File: config.mk
export PLATFORM = sky130hd
export DESIGN_NAME = pts_sequencer
export DESIGN_NICKNAME = d
export VERILOG_FILES = /design/src/pts_pkg.sv /design/src/pts_sequencer.sv
export SDC_FILE = /design/constraint.sdc
export NUM_CORES = 1
export LEC_CHECK = 0
export BUFFER_PORTS_ARGS = -buffer_cell sky130_fd_sc_hd__buf_2
export CAP_MARGIN = 10
export CORE_AREA = 2 2 115 229
export DETAILED_ROUTE_END_ITERATION = 12
export DIE_AREA = 0 0 117 231
export GPL_TIMING_DRIVEN = 0
export PLACE_DENSITY = 0.69
export SLEW_MARGIN = 20
export SYNTH_ARGS = -nofsm -noshare
export SYNTH_HDL_FRONTEND = slang
export SYNTH_SLANG_ARGS = --single-unit
File: constraint.sdc
create_clock -name clk -period 7.4 [get_ports clk]
set_clock_uncertainty 0.05 [all_clocks]
set_input_delay 0.74 -clock clk [delete_from_list [all_inputs] [get_ports clk]]
set_output_delay 0.74 -clock clk [all_outputs]
set_load 0.01 [all_outputs]
File: src/pts_pkg.sv
// shared constants, types and register map of the preempt timing sequencer
package pts_pkg;

  // ********************************************************************
  // register map (byte addresses, one aligned word each)
  // ********************************************************************
  localparam logic [7:0] ADDR_CTRL = 8'h00;
  localparam logic [7:0] ADDR_DELAY = 8'h04;
  localparam logic [7:0] ADDR_DURATION = 8'h08;
  localparam logic [7:0] ADDR_PRESENCE = 8'h0C;
  localparam logic [7:0] ADDR_PROTECT = 8'h10;
  localparam logic [7:0] ADDR_DWELL = 8'h14;
  localparam logic [7:0] ADDR_STATUS = 8'h18;
  localparam logic [7:0] ADDR_TIMERS = 8'h1C;

  // ********************************************************************
  // field positions
  // ********************************************************************
  localparam int CTRL_HOLD_BIT = 0;
  localparam int CTRL_SEL_LSB = 4;
  localparam int PROT_WALK_LSB = 8;
  localparam int PROT_PED_LSB = 16;
  localparam int PROT_TRACK_LSB = 24;
  localparam int DWELL_FIRST_LSB = 8;
  localparam int STAT_RAW_BIT = 8;
  localparam int STAT_VALID_BIT = 9;
  localparam int STAT_INVALID_BIT = 10;
  localparam int TIMERS_IVL_LSB = 16;

  // ********************************************************************
  // sizes and reset values
  // ********************************************************************
  localparam int NUM_CHANNELS = 12;
  localparam logic [9:0] DELAY_MAX = 10'h258;
  localparam logic [13:0] DURATION_MAX = 14'h270F;
  localparam logic [7:0] DWELL_FLOOR = 8'h01;
  localparam logic [9:0] RST_DELAY = 10'h000;
  localparam logic [13:0] RST_DURATION = 14'h0000;
  localparam logic [13:0] RST_PRESENCE = 14'h0000;
  localparam logic [7:0] RST_TIME8 = 8'h00;
  localparam logic [7:0] RST_DWELL = 8'h01;

  // ********************************************************************
  // timing
  // ********************************************************************
  localparam int CLK_HZ = 20000000;
  localparam int TICK_PERIOD_SEC = 1;
  localparam int TICK_CYCLES = CLK_HZ * TICK_PERIOD_SEC;

  typedef enum logic [5:0] {
    ST_IDLE    = 6'h01,
    ST_DELAY   = 6'h02,
    ST_PROTECT = 6'h04,
    ST_TRACK   = 6'h08,
    ST_FIRST   = 6'h10,
    ST_DWELL   = 6'h20
  } pts_state_t;

  typedef struct packed {
    logic callHold;
    logic [3:0] chanSel;
    logic [9:0] delay;
    logic [13:0] minCallDuration;
    logic [13:0] maxCallPresence;
    logic [7:0] protectedGreenTime;
    logic [7:0] protectedWalkTime;
    logic [7:0] protectedPedClearanceTime;
    logic [7:0] trackGreenTime;
    logic [7:0] minDwellTime;
    logic [7:0] firstDwellTime;
  } pts_cfg_t;

  // status of the phase in service, from the phase timing logic
  typedef struct packed {
    logic greenActive;
    logic minGreenDone;
    logic walkActive;
    logic walkDone;
    logic walkFromOverlap;
    logic pedClearActive;
    logic pedClearDone;
    logic vehCallPresent;
  } pts_phase_t;

  // commands to the phase, walk and clearance logic
  typedef struct packed {
    logic greenEndOk;
    logic walkEndOk;
    logic pedClearEndOk;
    logic ovlWalkToClear;
    logic omitOverride;
    logic serveEnable;
    logic trackGreen;
    logic firstDwell;
    logic dwell;
    logic active;
  } pts_ctl_t;

endpackage : pts_pkg

File: src/pts_sequencer.sv
// preempt timing sequencer with wishbone register slave
`timescale 1ns/1ps

module pts_sequencer #(
  parameter int TICK_CYCLES = pts_pkg::TICK_CYCLES
) (
  input wire logic clk,
  input wire logic resetn,
  input wire logic [pts_pkg::NUM_CHANNELS-1:0] callInN,
  input wire pts_pkg::pts_phase_t phase,
  output pts_pkg::pts_ctl_t ctl,
  input wire logic wb_cyc_i,
  input wire logic wb_stb_i,
  input wire logic wb_we_i,
  input wire logic [7:0] wb_adr_i,
  input wire logic [3:0] wb_sel_i,
  input wire logic [31:0] wb_dat_i,
  output logic [31:0] wb_dat_o,
  output logic wb_ack_o
);

  // ********************************************************************
  // call input synchronisers
  // ********************************************************************
  logic [pts_pkg::NUM_CHANNELS-1:0] callMeta;
  logic [pts_pkg::NUM_CHANNELS-1:0] callSync;

  genvar gi;
  generate
    for (gi = 0; gi < pts_pkg::NUM_CHANNELS; gi++)
    begin : g_sync
      always_ff @(posedge clk or negedge resetn)
      begin
        if (!resetn)
        begin
          callMeta[gi] <= 1'b0;
          callSync[gi] <= 1'b0;
        end
        else
        begin
          callMeta[gi] <= ~callInN[gi];
          callSync[gi] <= callMeta[gi];
        end
      end
    end
  endgenerate

  // ********************************************************************
  // one second tick
  // ********************************************************************
  logic [24:0] tickCnt;
  logic [24:0] next_tickCnt;
  logic tick;
  logic next_tick;

  always_comb
  begin
    next_tick = 1'b0;
    next_tickCnt = tickCnt + 25'h0000001;
    if (tickCnt == 25'(TICK_CYCLES - 1))
    begin
      next_tickCnt = 25'h0000000;
      next_tick = 1'b1;
    end
  end

  always_ff @(posedge clk or negedge resetn)
  begin
    if (!resetn)
    begin
      tickCnt <= 25'h0000000;
      tick <= 1'b0;
    end
    else
    begin
      tickCnt <= next_tickCnt;
      tick <= next_tick;
    end
  end

  // ********************************************************************
  // register slave
  // ********************************************************************
  pts_pkg::pts_cfg_t cfg;
  pts_pkg::pts_cfg_t next_cfg;
  logic [31:0] next_datOut;
  logic next_ack;
  logic [31:0] wordOld;
  logic [31:0] wordNew;
  pts_pkg::pts_state_t state;
  logic callRaw;
  logic invalid;
  logic [13:0] durCnt;
  logic [7:0] ivlCnt;

  function automatic logic [31:0] pts_merge(input logic [31:0] oldW,
    input logic [31:0] newW, input logic [3:0] sel);
    logic [31:0] res;
    res = oldW;
    for (int b = 0; b < 4; b++)
    begin
      if (sel[b])
      begin
        res[8*b +: 8] = newW[8*b +: 8];
      end
    end
    return res;
  endfunction : pts_merge

  function automatic logic [7:0] pts_floor(input logic [7:0] v);
    return (v < pts_pkg::DWELL_FLOOR) ? pts_pkg::DWELL_FLOOR : v;
  endfunction : pts_floor

  always_comb
  begin
    next_cfg = cfg;
    next_ack = wb_cyc_i & wb_stb_i & ~wb_ack_o;
    next_datOut = wb_dat_o;
    wordOld = 32'h00000000;
    unique case (wb_adr_i)
      pts_pkg::ADDR_CTRL:
      begin
        wordOld[pts_pkg::CTRL_HOLD_BIT] = cfg.callHold;
        wordOld[pts_pkg::CTRL_SEL_LSB +: 4] = cfg.chanSel;
      end
      pts_pkg::ADDR_DELAY: wordOld[9:0] = cfg.delay;
      pts_pkg::ADDR_DURATION: wordOld[13:0] = cfg.minCallDuration;
      pts_pkg::ADDR_PRESENCE: wordOld[13:0] = cfg.maxCallPresence;
      pts_pkg::ADDR_PROTECT:
        wordOld = {cfg.trackGreenTime, cfg.protectedPedClearanceTime,
                   cfg.protectedWalkTime, cfg.protectedGreenTime};
      pts_pkg::ADDR_DWELL:
        wordOld[15:0] = {cfg.firstDwellTime, cfg.minDwellTime};
      pts_pkg::ADDR_STATUS:
      begin
        wordOld[5:0] = state;
        wordOld[pts_pkg::STAT_RAW_BIT] = callRaw;
        wordOld[pts_pkg::STAT_VALID_BIT] = callRaw & ~invalid;
        wordOld[pts_pkg::STAT_INVALID_BIT] = invalid;
      end
      pts_pkg::ADDR_TIMERS:
      begin
        wordOld[13:0] = durCnt;
        wordOld[pts_pkg::TIMERS_IVL_LSB +: 8] = ivlCnt;
      end
      default: wordOld = 32'h00000000;
    endcase
    wordNew = pts_merge(wordOld, wb_dat_i, wb_sel_i);
    if (next_ack)
    begin
      next_datOut = wb_we_i ? 32'h00000000 : wordOld;
    end
    // writes land on the edge where the master sees ack
    if (wb_cyc_i & wb_stb_i & wb_we_i & wb_ack_o)
    begin
      unique case (wb_adr_i)
        pts_pkg::ADDR_CTRL:
        begin
          next_cfg.callHold = wordNew[pts_pkg::CTRL_HOLD_BIT];
          next_cfg.chanSel = wordNew[pts_pkg::CTRL_SEL_LSB +: 4];
        end
        // delay capped at its printed range
        pts_pkg::ADDR_DELAY:
          next_cfg.delay = (wordNew[9:0] > pts_pkg::DELAY_MAX) ?
                           pts_pkg::DELAY_MAX : wordNew[9:0];
        pts_pkg::ADDR_DURATION:
          next_cfg.minCallDuration =
            (wordNew[13:0] > pts_pkg::DURATION_MAX) ?
            pts_pkg::DURATION_MAX : wordNew[13:0];
        pts_pkg::ADDR_PRESENCE:
          next_cfg.maxCallPresence =
            (wordNew[13:0] > pts_pkg::DURATION_MAX) ?
            pts_pkg::DURATION_MAX : wordNew[13:0];
        pts_pkg::ADDR_PROTECT:
        begin
          next_cfg.protectedGreenTime = wordNew[7:0];
          next_cfg.protectedWalkTime = wordNew[pts_pkg::PROT_WALK_LSB +: 8];
          next_cfg.protectedPedClearanceTime =
            wordNew[pts_pkg::PROT_PED_LSB +: 8];
          next_cfg.trackGreenTime = wordNew[pts_pkg::PROT_TRACK_LSB +: 8];
        end
        // dwell times never below one second
        pts_pkg::ADDR_DWELL:
        begin
          next_cfg.minDwellTime = pts_floor(wordNew[7:0]);
          next_cfg.firstDwellTime =
            pts_floor(wordNew[pts_pkg::DWELL_FIRST_LSB +: 8]);
        end
        default: next_cfg = cfg;
      endcase
    end
  end

  always_ff @(posedge clk or negedge resetn)
  begin
    if (!resetn)
    begin
      cfg <= '{callHold: 1'b0, chanSel: 4'h0,
               delay: pts_pkg::RST_DELAY,
               minCallDuration: pts_pkg::RST_DURATION,
               maxCallPresence: pts_pkg::RST_PRESENCE,
               protectedGreenTime: pts_pkg::RST_TIME8,
               protectedWalkTime: pts_pkg::RST_TIME8,
               protectedPedClearanceTime: pts_pkg::RST_TIME8,
               trackGreenTime: pts_pkg::RST_TIME8,
               minDwellTime: pts_pkg::RST_DWELL,
               firstDwellTime: pts_pkg::RST_DWELL};
      wb_ack_o <= 1'b0;
      wb_dat_o <= 32'h00000000;
    end
    else
    begin
      cfg <= next_cfg;
      wb_ack_o <= next_ack;
      wb_dat_o <= next_datOut;
    end
  end

  // ********************************************************************
  // call validation and preempt sequence
  // ********************************************************************
  pts_pkg::pts_state_t next_state;
  logic next_invalid;
  logic [13:0] presCnt;
  logic [13:0] next_presCnt;
  logic [9:0] dlyCnt;
  logic [9:0] next_dlyCnt;
  logic [13:0] next_durCnt;
  logic [7:0] next_ivlCnt;
  logic [7:0] grnCnt;
  logic [7:0] next_grnCnt;
  logic [7:0] wlkCnt;
  logic [7:0] next_wlkCnt;
  logic [7:0] pedCnt;
  logic [7:0] next_pedCnt;
  pts_pkg::pts_ctl_t next_ctl;
  logic validCall;
  logic grnOk;
  logic wlkOk;
  logic pedOk;
  logic postDelay;
  logic minsMet;

  // unused select codes read as no call
  assign callRaw = (cfg.chanSel < 4'(pts_pkg::NUM_CHANNELS)) ?
                   callSync[cfg.chanSel] : 1'b0;
  assign validCall = callRaw & ~invalid;
  assign postDelay = (state != pts_pkg::ST_IDLE) &&
                     (state != pts_pkg::ST_DELAY);
  assign minsMet = (ivlCnt == 8'h00) && (durCnt == 14'h0000);
  // lesser of preempt and phase minimum green
  assign grnOk = ~phase.greenActive | (grnCnt == 8'h00) |
                 phase.minGreenDone;
  // lesser of preempt and phase walk
  // an overlap walk is never held
  assign wlkOk = ~phase.walkActive | phase.walkFromOverlap |
                 (wlkCnt == 8'h00) | phase.walkDone;
  // lesser of preempt and phase clearance
  assign pedOk = ~phase.pedClearActive | (pedCnt == 8'h00) |
                 phase.pedClearDone;

  always_comb
  begin
    next_state = state;
    next_invalid = invalid;
    next_presCnt = presCnt;
    next_dlyCnt = dlyCnt;
    next_durCnt = durCnt;
    next_ivlCnt = ivlCnt;
    next_grnCnt = grnCnt;
    next_wlkCnt = wlkCnt;
    next_pedCnt = pedCnt;
    // only an inactive input clears the invalid mark
    if (!callRaw)
    begin
      next_presCnt = 14'h0000;
      next_invalid = 1'b0;
    end
    else
    begin
      if (tick && (presCnt != pts_pkg::DURATION_MAX))
      begin
        next_presCnt = presCnt + 14'h0001;
      end
      if ((cfg.maxCallPresence != 14'h0000) &&
          (presCnt >= cfg.maxCallPresence))
      begin
        next_invalid = 1'b1;
      end
    end
    // per-interval timers step on the tick
    if (tick)
    begin
      if (dlyCnt != 10'h000) next_dlyCnt = dlyCnt - 10'h001;
      if (durCnt != 14'h0000) next_durCnt = durCnt - 14'h0001;
      if (ivlCnt != 8'h00) next_ivlCnt = ivlCnt - 8'h01;
      if (grnCnt != 8'h00) next_grnCnt = grnCnt - 8'h01;
      if (wlkCnt != 8'h00) next_wlkCnt = wlkCnt - 8'h01;
      if (pedCnt != 8'h00) next_pedCnt = pedCnt - 8'h01;
    end
    unique case (state)
      pts_pkg::ST_IDLE:
      begin
        if (validCall)
        begin
          next_state = pts_pkg::ST_DELAY;
          next_dlyCnt = cfg.delay;
        end
      end
      pts_pkg::ST_DELAY:
      begin
        // lost call without hold drops the request
        if (!validCall && !cfg.callHold)
        begin
          next_state = pts_pkg::ST_IDLE;
        end
        // with hold the sequence runs even if the call left
        else if (dlyCnt == 10'h000)
        begin
          next_state = pts_pkg::ST_PROTECT;
          // minimum duration loads at delay end
          next_durCnt = cfg.minCallDuration;
          next_grnCnt = cfg.protectedGreenTime;
          next_wlkCnt = cfg.protectedWalkTime;
          next_pedCnt = cfg.protectedPedClearanceTime;
        end
      end
      pts_pkg::ST_PROTECT:
      begin
        if (grnOk && wlkOk && pedOk)
        begin
          next_state = pts_pkg::ST_TRACK;
          next_ivlCnt = cfg.trackGreenTime;
        end
      end
      pts_pkg::ST_TRACK:
      begin
        // track green timed from its own value
        if (ivlCnt == 8'h00)
        begin
          next_state = pts_pkg::ST_FIRST;
          next_ivlCnt = cfg.firstDwellTime;
        end
      end
      pts_pkg::ST_FIRST:
      begin
        // first dwell waits for time, duration and no call
        if (minsMet && !validCall)
        begin
          next_state = pts_pkg::ST_DWELL;
          next_ivlCnt = cfg.minDwellTime;
        end
      end
      pts_pkg::ST_DWELL:
      begin
        // dwell waits for time, duration and no call
        // past the minimums the real input decides
        // sequence over, back to normal operation
        if (minsMet && !validCall)
        begin
          next_state = pts_pkg::ST_IDLE;
        end
      end
    endcase
    next_ctl.active = (next_state != pts_pkg::ST_IDLE);
    next_ctl.greenEndOk = postDelay & grnOk;
    next_ctl.walkEndOk = postDelay & wlkOk;
    next_ctl.pedClearEndOk = postDelay & pedOk;
    next_ctl.ovlWalkToClear = postDelay & phase.walkActive &
                              phase.walkFromOverlap;
    next_ctl.trackGreen = (next_state == pts_pkg::ST_TRACK);
    next_ctl.firstDwell = (next_state == pts_pkg::ST_FIRST);
    next_ctl.dwell = (next_state == pts_pkg::ST_DWELL);
    // normally omitted phases allowed in preempt intervals
    next_ctl.omitOverride = next_ctl.trackGreen | next_ctl.firstDwell |
                            next_ctl.dwell;
    // serve only with a call or recall
    next_ctl.serveEnable = next_ctl.omitOverride & phase.vehCallPresent;
  end

  always_ff @(posedge clk or negedge resetn)
  begin
    if (!resetn)
    begin
      state <= pts_pkg::ST_IDLE;
      invalid <= 1'b0;
      presCnt <= 14'h0000;
      dlyCnt <= 10'h000;
      durCnt <= 14'h0000;
      ivlCnt <= 8'h00;
      grnCnt <= 8'h00;
      wlkCnt <= 8'h00;
      pedCnt <= 8'h00;
      ctl <= '0;
    end
    else
    begin
      state <= next_state;
      invalid <= next_invalid;
      presCnt <= next_presCnt;
      dlyCnt <= next_dlyCnt;
      durCnt <= next_durCnt;
      ivlCnt <= next_ivlCnt;
      grnCnt <= next_grnCnt;
      wlkCnt <= next_wlkCnt;
      pedCnt <= next_pedCnt;
      ctl <= next_ctl;
    end
  end
endmodule : pts_sequencer

## Word level (Yosys, flattened, before mapping)

Index checks and enable logic that the tools add are counted.
W data, S select, Z words.

| storage, ports and cells | value |
|---|---|
| register bits after elaboration | 261 |
| input port bits | 69 |
| output and inout bits | 43 |
| logic and storage cells | 229 |

| cells by class | value |
|---|---|
| $add $sub $neg | 8 |
| order comparisons | 7 |
| equal/unequal tests | 23 |
| mux-type cells | 66 |
| bitwise gates (word level) | 37 |
| reduce and logical (&&, ||, !) cells | 30 |

Operators with widths:

| cell | count |
|---|---|
| $mux W8 | 27 |
| $mux W14 | 8 |
| $mux W10 | 5 |
| $mux W6 | 7 |
| $logic_not A8 Y1 | 5 |
| $pmux W6 S6 | 1 |
| $eq A8 B5 Y1 const B | 4 |
| $mux W32 | 1 |
| $reduce_bool A8 Y1 | 4 |
| $sub A8 B1 Y8 const B | 4 |
| $pmux W2 S7 | 2 |
| $reduce_bool A14 Y1 | 2 |
| $add A25 B1 Y25 const B | 1 |
| $eq A25 B25 Y1 const B | 1 |
| $mux W25 | 1 |
| $pmux W8 S3 | 1 |
| $pmux W3 S7 | 1 |
| $not A1 Y1 | 17 |
| $eq A8 B4 Y1 const B | 2 |
| $lt A8 B1 Y1 const B | 2 |
| $pmux W2 S8 | 1 |
| $pmux W8 S2 | 1 |
| $pmux W3 S5 | 1 |
| $add A14 B1 Y14 const B | 1 |
| 31 further kinds | 71 |

## Longest topological paths before layout

| depth | value |
|---|---|
| word-level depth | 12 |
| mapped depth | 10 |
| depth with buffers taken out | 9 |

## Least setup slack after synthesis

OpenSTA, ideal clock, no wires.

| timing | value |
|---|---|
| kind | input port to flip-flop |
| from | in wb_adr_i[2] |
| to | reg cfg[0] (netlist bit) |
| setup time | 0.077 ns |
| data arrival time | 2.936 ns |
| setup slack | 4.337 ns |
| cell stages on the path | 9 |
| path buffers | 3 |
| path through | clkbuf_1 > buf_2 > buf_2 > mux2i_1 > o21bai_1 > a32oi_1 > inv_1 > or4_1 > a31oi_1 |

| on the way | value |
|---|---|
| longest elaborated chain between the ends | 5 |

RTL lines:

| what | line | RTL |
|---|---|---|
| start, declared | pts_sequencer.sv:15 | `input wire logic [7:0] wb_adr_i,` |
| $eq A8 B5 Y1 (tied with other cells) | pts_sequencer.sv:120 | `unique case (wb_adr_i)` |
| $pmux W2 S7 (tied with other cells) | pts_sequencer.sv:120 |  |
| $mux W8 | pts_sequencer.sv:102 | `if (sel[b])` |
| $lt A8 B1 Y1 | pts_sequencer.sv:111 | `return (v < pts_pkg::DWELL_FLOOR) ? pts_pkg::DWELL_FLOOR : v;` |
| $mux W8 | pts_sequencer.sv:111 |  |
| end signal, assigned | pts_sequencer.sv:198 | `cfg <= '{callHold: 1'b0, chanSel: 4'h0,` |
| end signal, assigned | pts_sequencer.sv:213 | `cfg <= next_cfg;` |
| end, declared | pts_sequencer.sv:84 | `pts_pkg::pts_cfg_t cfg;` |

Parallel ways exist; a longest one is shown, timed or not.
A chain may end at the register's enable or synchronous reset.

## Worst setup path in the final report

| timing | value |
|---|---|
| from | in wb_adr_i[2] |
| to | reg cfg[69] (netlist bit) |

| on the way | value |
|---|---|
| longest elaborated chain between the ends | 5 |

RTL lines:

| what | line | RTL |
|---|---|---|
| $eq A8 B5 Y1 (tied with other cells) | pts_sequencer.sv:120 |  |
| $pmux W1 S8 (tied with other cells) | pts_sequencer.sv:120 |  |
| $mux W8 | pts_sequencer.sv:102 |  |
| $gt A14 B14 Y1 | pts_sequencer.sv:168 | `(wordNew[13:0] > pts_pkg::DURATION_MAX) ?` |
| $mux W14 | pts_sequencer.sv:168 |  |

Parallel ways exist; a longest one is shown, timed or not.

==> impl_metrics.csv <==
group,metric,value,unit
timing,fin_crit_sh,0.527,
route,viasPerCell,6.18,
setup_path,rr_worst_depth,8,
setup_path,worstSetupPathType,"in2reg",
die,die_height,231,um
setup_path,timing.rr.end,"cfg[51]",
die,fp.dieW,117,um
grt,overflow,0,
cells_and_area,num_antenna_cells,0,
timing,setup_violations,0,
cells_and_area,fin_area,15000,um2
die,rows,83,
setup_path,cp-end-kind,"register",
setup_path,r2r_slack,3540,ps
timing,layout_min_cycle_time,3900,ps
cts,clockRootBuffer,"clkbuf_16",
setup_path,critPathSlowestCell,"a32oi_1",
grt,grt_max_degree,99,
timing,fin_ws,3500,ps
route,wire_per_inst,23.0,um
setup_path,crit_fanout,10,
setup_path,cpMostUsedCell,"buf_2",
yosys,netlist.top_cell.by_area,"dfrtp_1",
timing,fin_setup_tns,0,ps
min_path,hp-class,"in2async",
cts,holdBufCountCts,0,
pwr,power.total,3.55,mW
pwr,ir_worst_vdd,0.212,mV
cts,cts_tree,"yes",
yosys,syn-cell-area,13200,um2
yosys,ys_seq_elements,261,
cts,cts_setup_buffers,0,
yosys,syn-num-nets,1471,
pwr,p_per_area,237,nW/um2
grt,grt_pass1_vias,11600,
yosys,synthCells,1379,
die,fp.coreArea,25400,um2
cells_and_area,final_nets,1609,
pwr,leakagePower,6.74,nW
setup_path,required,7810,ps
route,drt_pre_antenna_iters,5,
timing,hold_violations,0,
yosys,ys_types,81,
cells_and_area,synthToLayoutAreaGrowth,13.7,%
timing,fmax,256,MHz
setup_path,worst_setup_path_start_kind,"input port",
timing,maxSlewViolCount,0,
setup_path,r2r_start,"cfg[86]",
timing,maxSlewHeadroom,0.169,
place,postPlaceCellArea,14200,um2
cells_and_area,layout-drive-gt1-share,0.140,
yosys,synthTopCellsByArea,"dfrtp_1 (49%), nand2_1 (4.7%), nor2_1 (4.0%)",
timing,rsz0062_at_grt,"no",
die,die-area,27000,um2
timing,tightest_slew,1230,ps
cts,htreeDepth,1,
cts,cts.clk_slew.worst_paths,70,ps
route,drt_iter0_drc,910,
cts,cts_sinks,261,
place,dpl.hpwl,33.0,mm
grt,grt_pass1_wl,66.3,mm
place,port_buffers,107,
cts,cts_buffers,24,
die,ios,112,
cts,post_cts_resize_count,0,
route,vias,11600,
yosys,synth_ff_type,"dfrtp_1",
route,remaining_drc_errors,0,
place,post-place-cells,1830,
yosys,synth_warnings,0,
setup_path,slowest_delay,970,ps
yosys,synth_edf_count,0,
yosys,synth_top_cell_area_share,0.489,
status,status,"finished, final reports clean",
yosys,synth.avg_cell_area,9.58,um2
route,drt_wl_total,43.2,mm
grt,grt_antenna_before_repair,1,
place,dp_slack,3060,ps
cells_and_area,final_util,0.590,
yosys,async_flop_share,1.00,
route,detail-route-antenna-nets,0,
cts,insertion_delay,550,ps
setup_path,critPathArrivalTime,4310,ps
cts,cts_buffer_depth,3,
run,max_cap_viol_count,0,
cells_and_area,stdcell_count,1875,
yosys,synth_seq_area_share,0.495,
setup_path,cp_num_buf_inv,4,
place,place.gp.congestion,0.976,
grt,grt_usage,0.328,
die,initial_core_util,0.519,
setup_path,crit_chain,"clkbuf_1 -> buf_2 -> buf_2 -> mux2i_1 -> o21bai_1 -> a32oi_1 -> inv_1 -> a21oi_1 -> nand2_1 -> o21ai_0",
setup_path,crit_family,"compound AO/OA/AOI/OAI gates",
timing,fin_hold_ws,122,ps
==> layout make-up <==
| cell class | count | area [um2] |
|---|---|---|
| Multi-Input combinational cell | 994 | 6200 |
| Clock inverter | 14 | 101 |
| Clock buffer | 30 | 644 |
| Timing Repair Buffer | 112 | 618 |
| Buffer | 64 | 264 |
| Inverter | 60 | 225 |
| Fill cell | 2223 | 10400 |
| Tap cell | 340 | 425 |
| Sequential cell | 261 | 6540 |
==> report_power, final <==
part / switching, mW / total, mW / internal, mW
clock network: 0.563 / 1.22 / 0.656
logic: 0.421 / 0.678 / 0.257
registers: 0.116 / 1.66 / 1.54
total: 1.10 / 3.55 / 2.45
==> placed cells by master, fill, tap and decap left out, types with 9 or more instances in the layout <==
master and instances:
buf_2 115, a31oi_1 15, or4_1 12, clkbuf_1 58, clkbuf_16 25, or3_1 12
o22ai_1 9, nor3_1 35, o21ai_0 94, ha_1 23, o31ai_1 18, nand4_1 12
nor2_1 142, nand3_1 28, clkinv_2 11, a22o_1 20, dfrtp_1 258, nor4_1 23
xnor2_1 40, nand2b_1 11, a22oi_1 15, inv_1 59, mux2i_1 23, nor2b_1 13
a21oi_1 84, nand2_1 167, xor2_1 35, mux2_2 17
==> how the worst max path moves through the flow <==
stage	depth (start not counted)	start	endpoint
after floorplan	9	wb_adr_i[2]	cfg[0]
after global placement	1	resetn	presCnt[11]
after detailed placement	9	wb_adr_i[4]	cfg[69]
after CTS	9	wb_adr_i[4]	cfg[69]
after global routing	9	wb_adr_i[4]	cfg[68]
final	10	wb_adr_i[2]	cfg[69]
==> layer usage <==
metal,share of wire,vias up,GRT usage
met5,0.00030,-,0
met4,0.087,2,0.236
met3,0.057,167,0.0357
met2,0.49,575,0.543
met1,0.36,5658,0.385
li1,-,5186,-
==> state kept, by name (all words and copies together) (netlist names), 8 cells and up <==
| name | flops |
|---|---|
| wlkCnt | 8 |
| grnCnt | 8 |
| wb_dat_o | 32 |
| pedCnt | 8 |
| ivlCnt | 8 |
| ctl | 10 |
| callSync | 12 |
| durCnt | 14 |
| presCnt | 14 |
| dlyCnt | 10 |
| callMeta | 12 |
| cfg | 91 |
| tickCnt | 25 |
==> cell families (layout without fill, tap and decap cells) <==
family                   Yosys count  count (layout)  synth area share
AO/OA/AOI/OAI                    329             329             0.159
multiplexers                      48              48            0.0456
flip-flops                       261             261             0.495
buffers and inverters            124             280            0.0370
AND/OR/NAND/NOR                  519             519             0.191
XOR/XNOR                          75              75            0.0497
adder cells (fa/ha/maj)           23              23            0.0218
==> cells in the mapped netlist, drive strengths merged, types with 10 or more instances <==
library cell,instances
inv,59
nand2b,11
mux2i,23
dfrtp,258
nand3,28
clkbuf,53
a31oi,15
nor2b,13
or4,12
o21ai,94
nand4,12
or3,12
a22o,20
nand2,167
nor4b,10
a22oi,15
ha,23
nor3,37
xnor2,40
nor2,144
mux2,17
xor2,35
o31ai,18
buf,11
a21oi,84
nor4,25
Note: power is estimated with default switching activity, not from simulation.
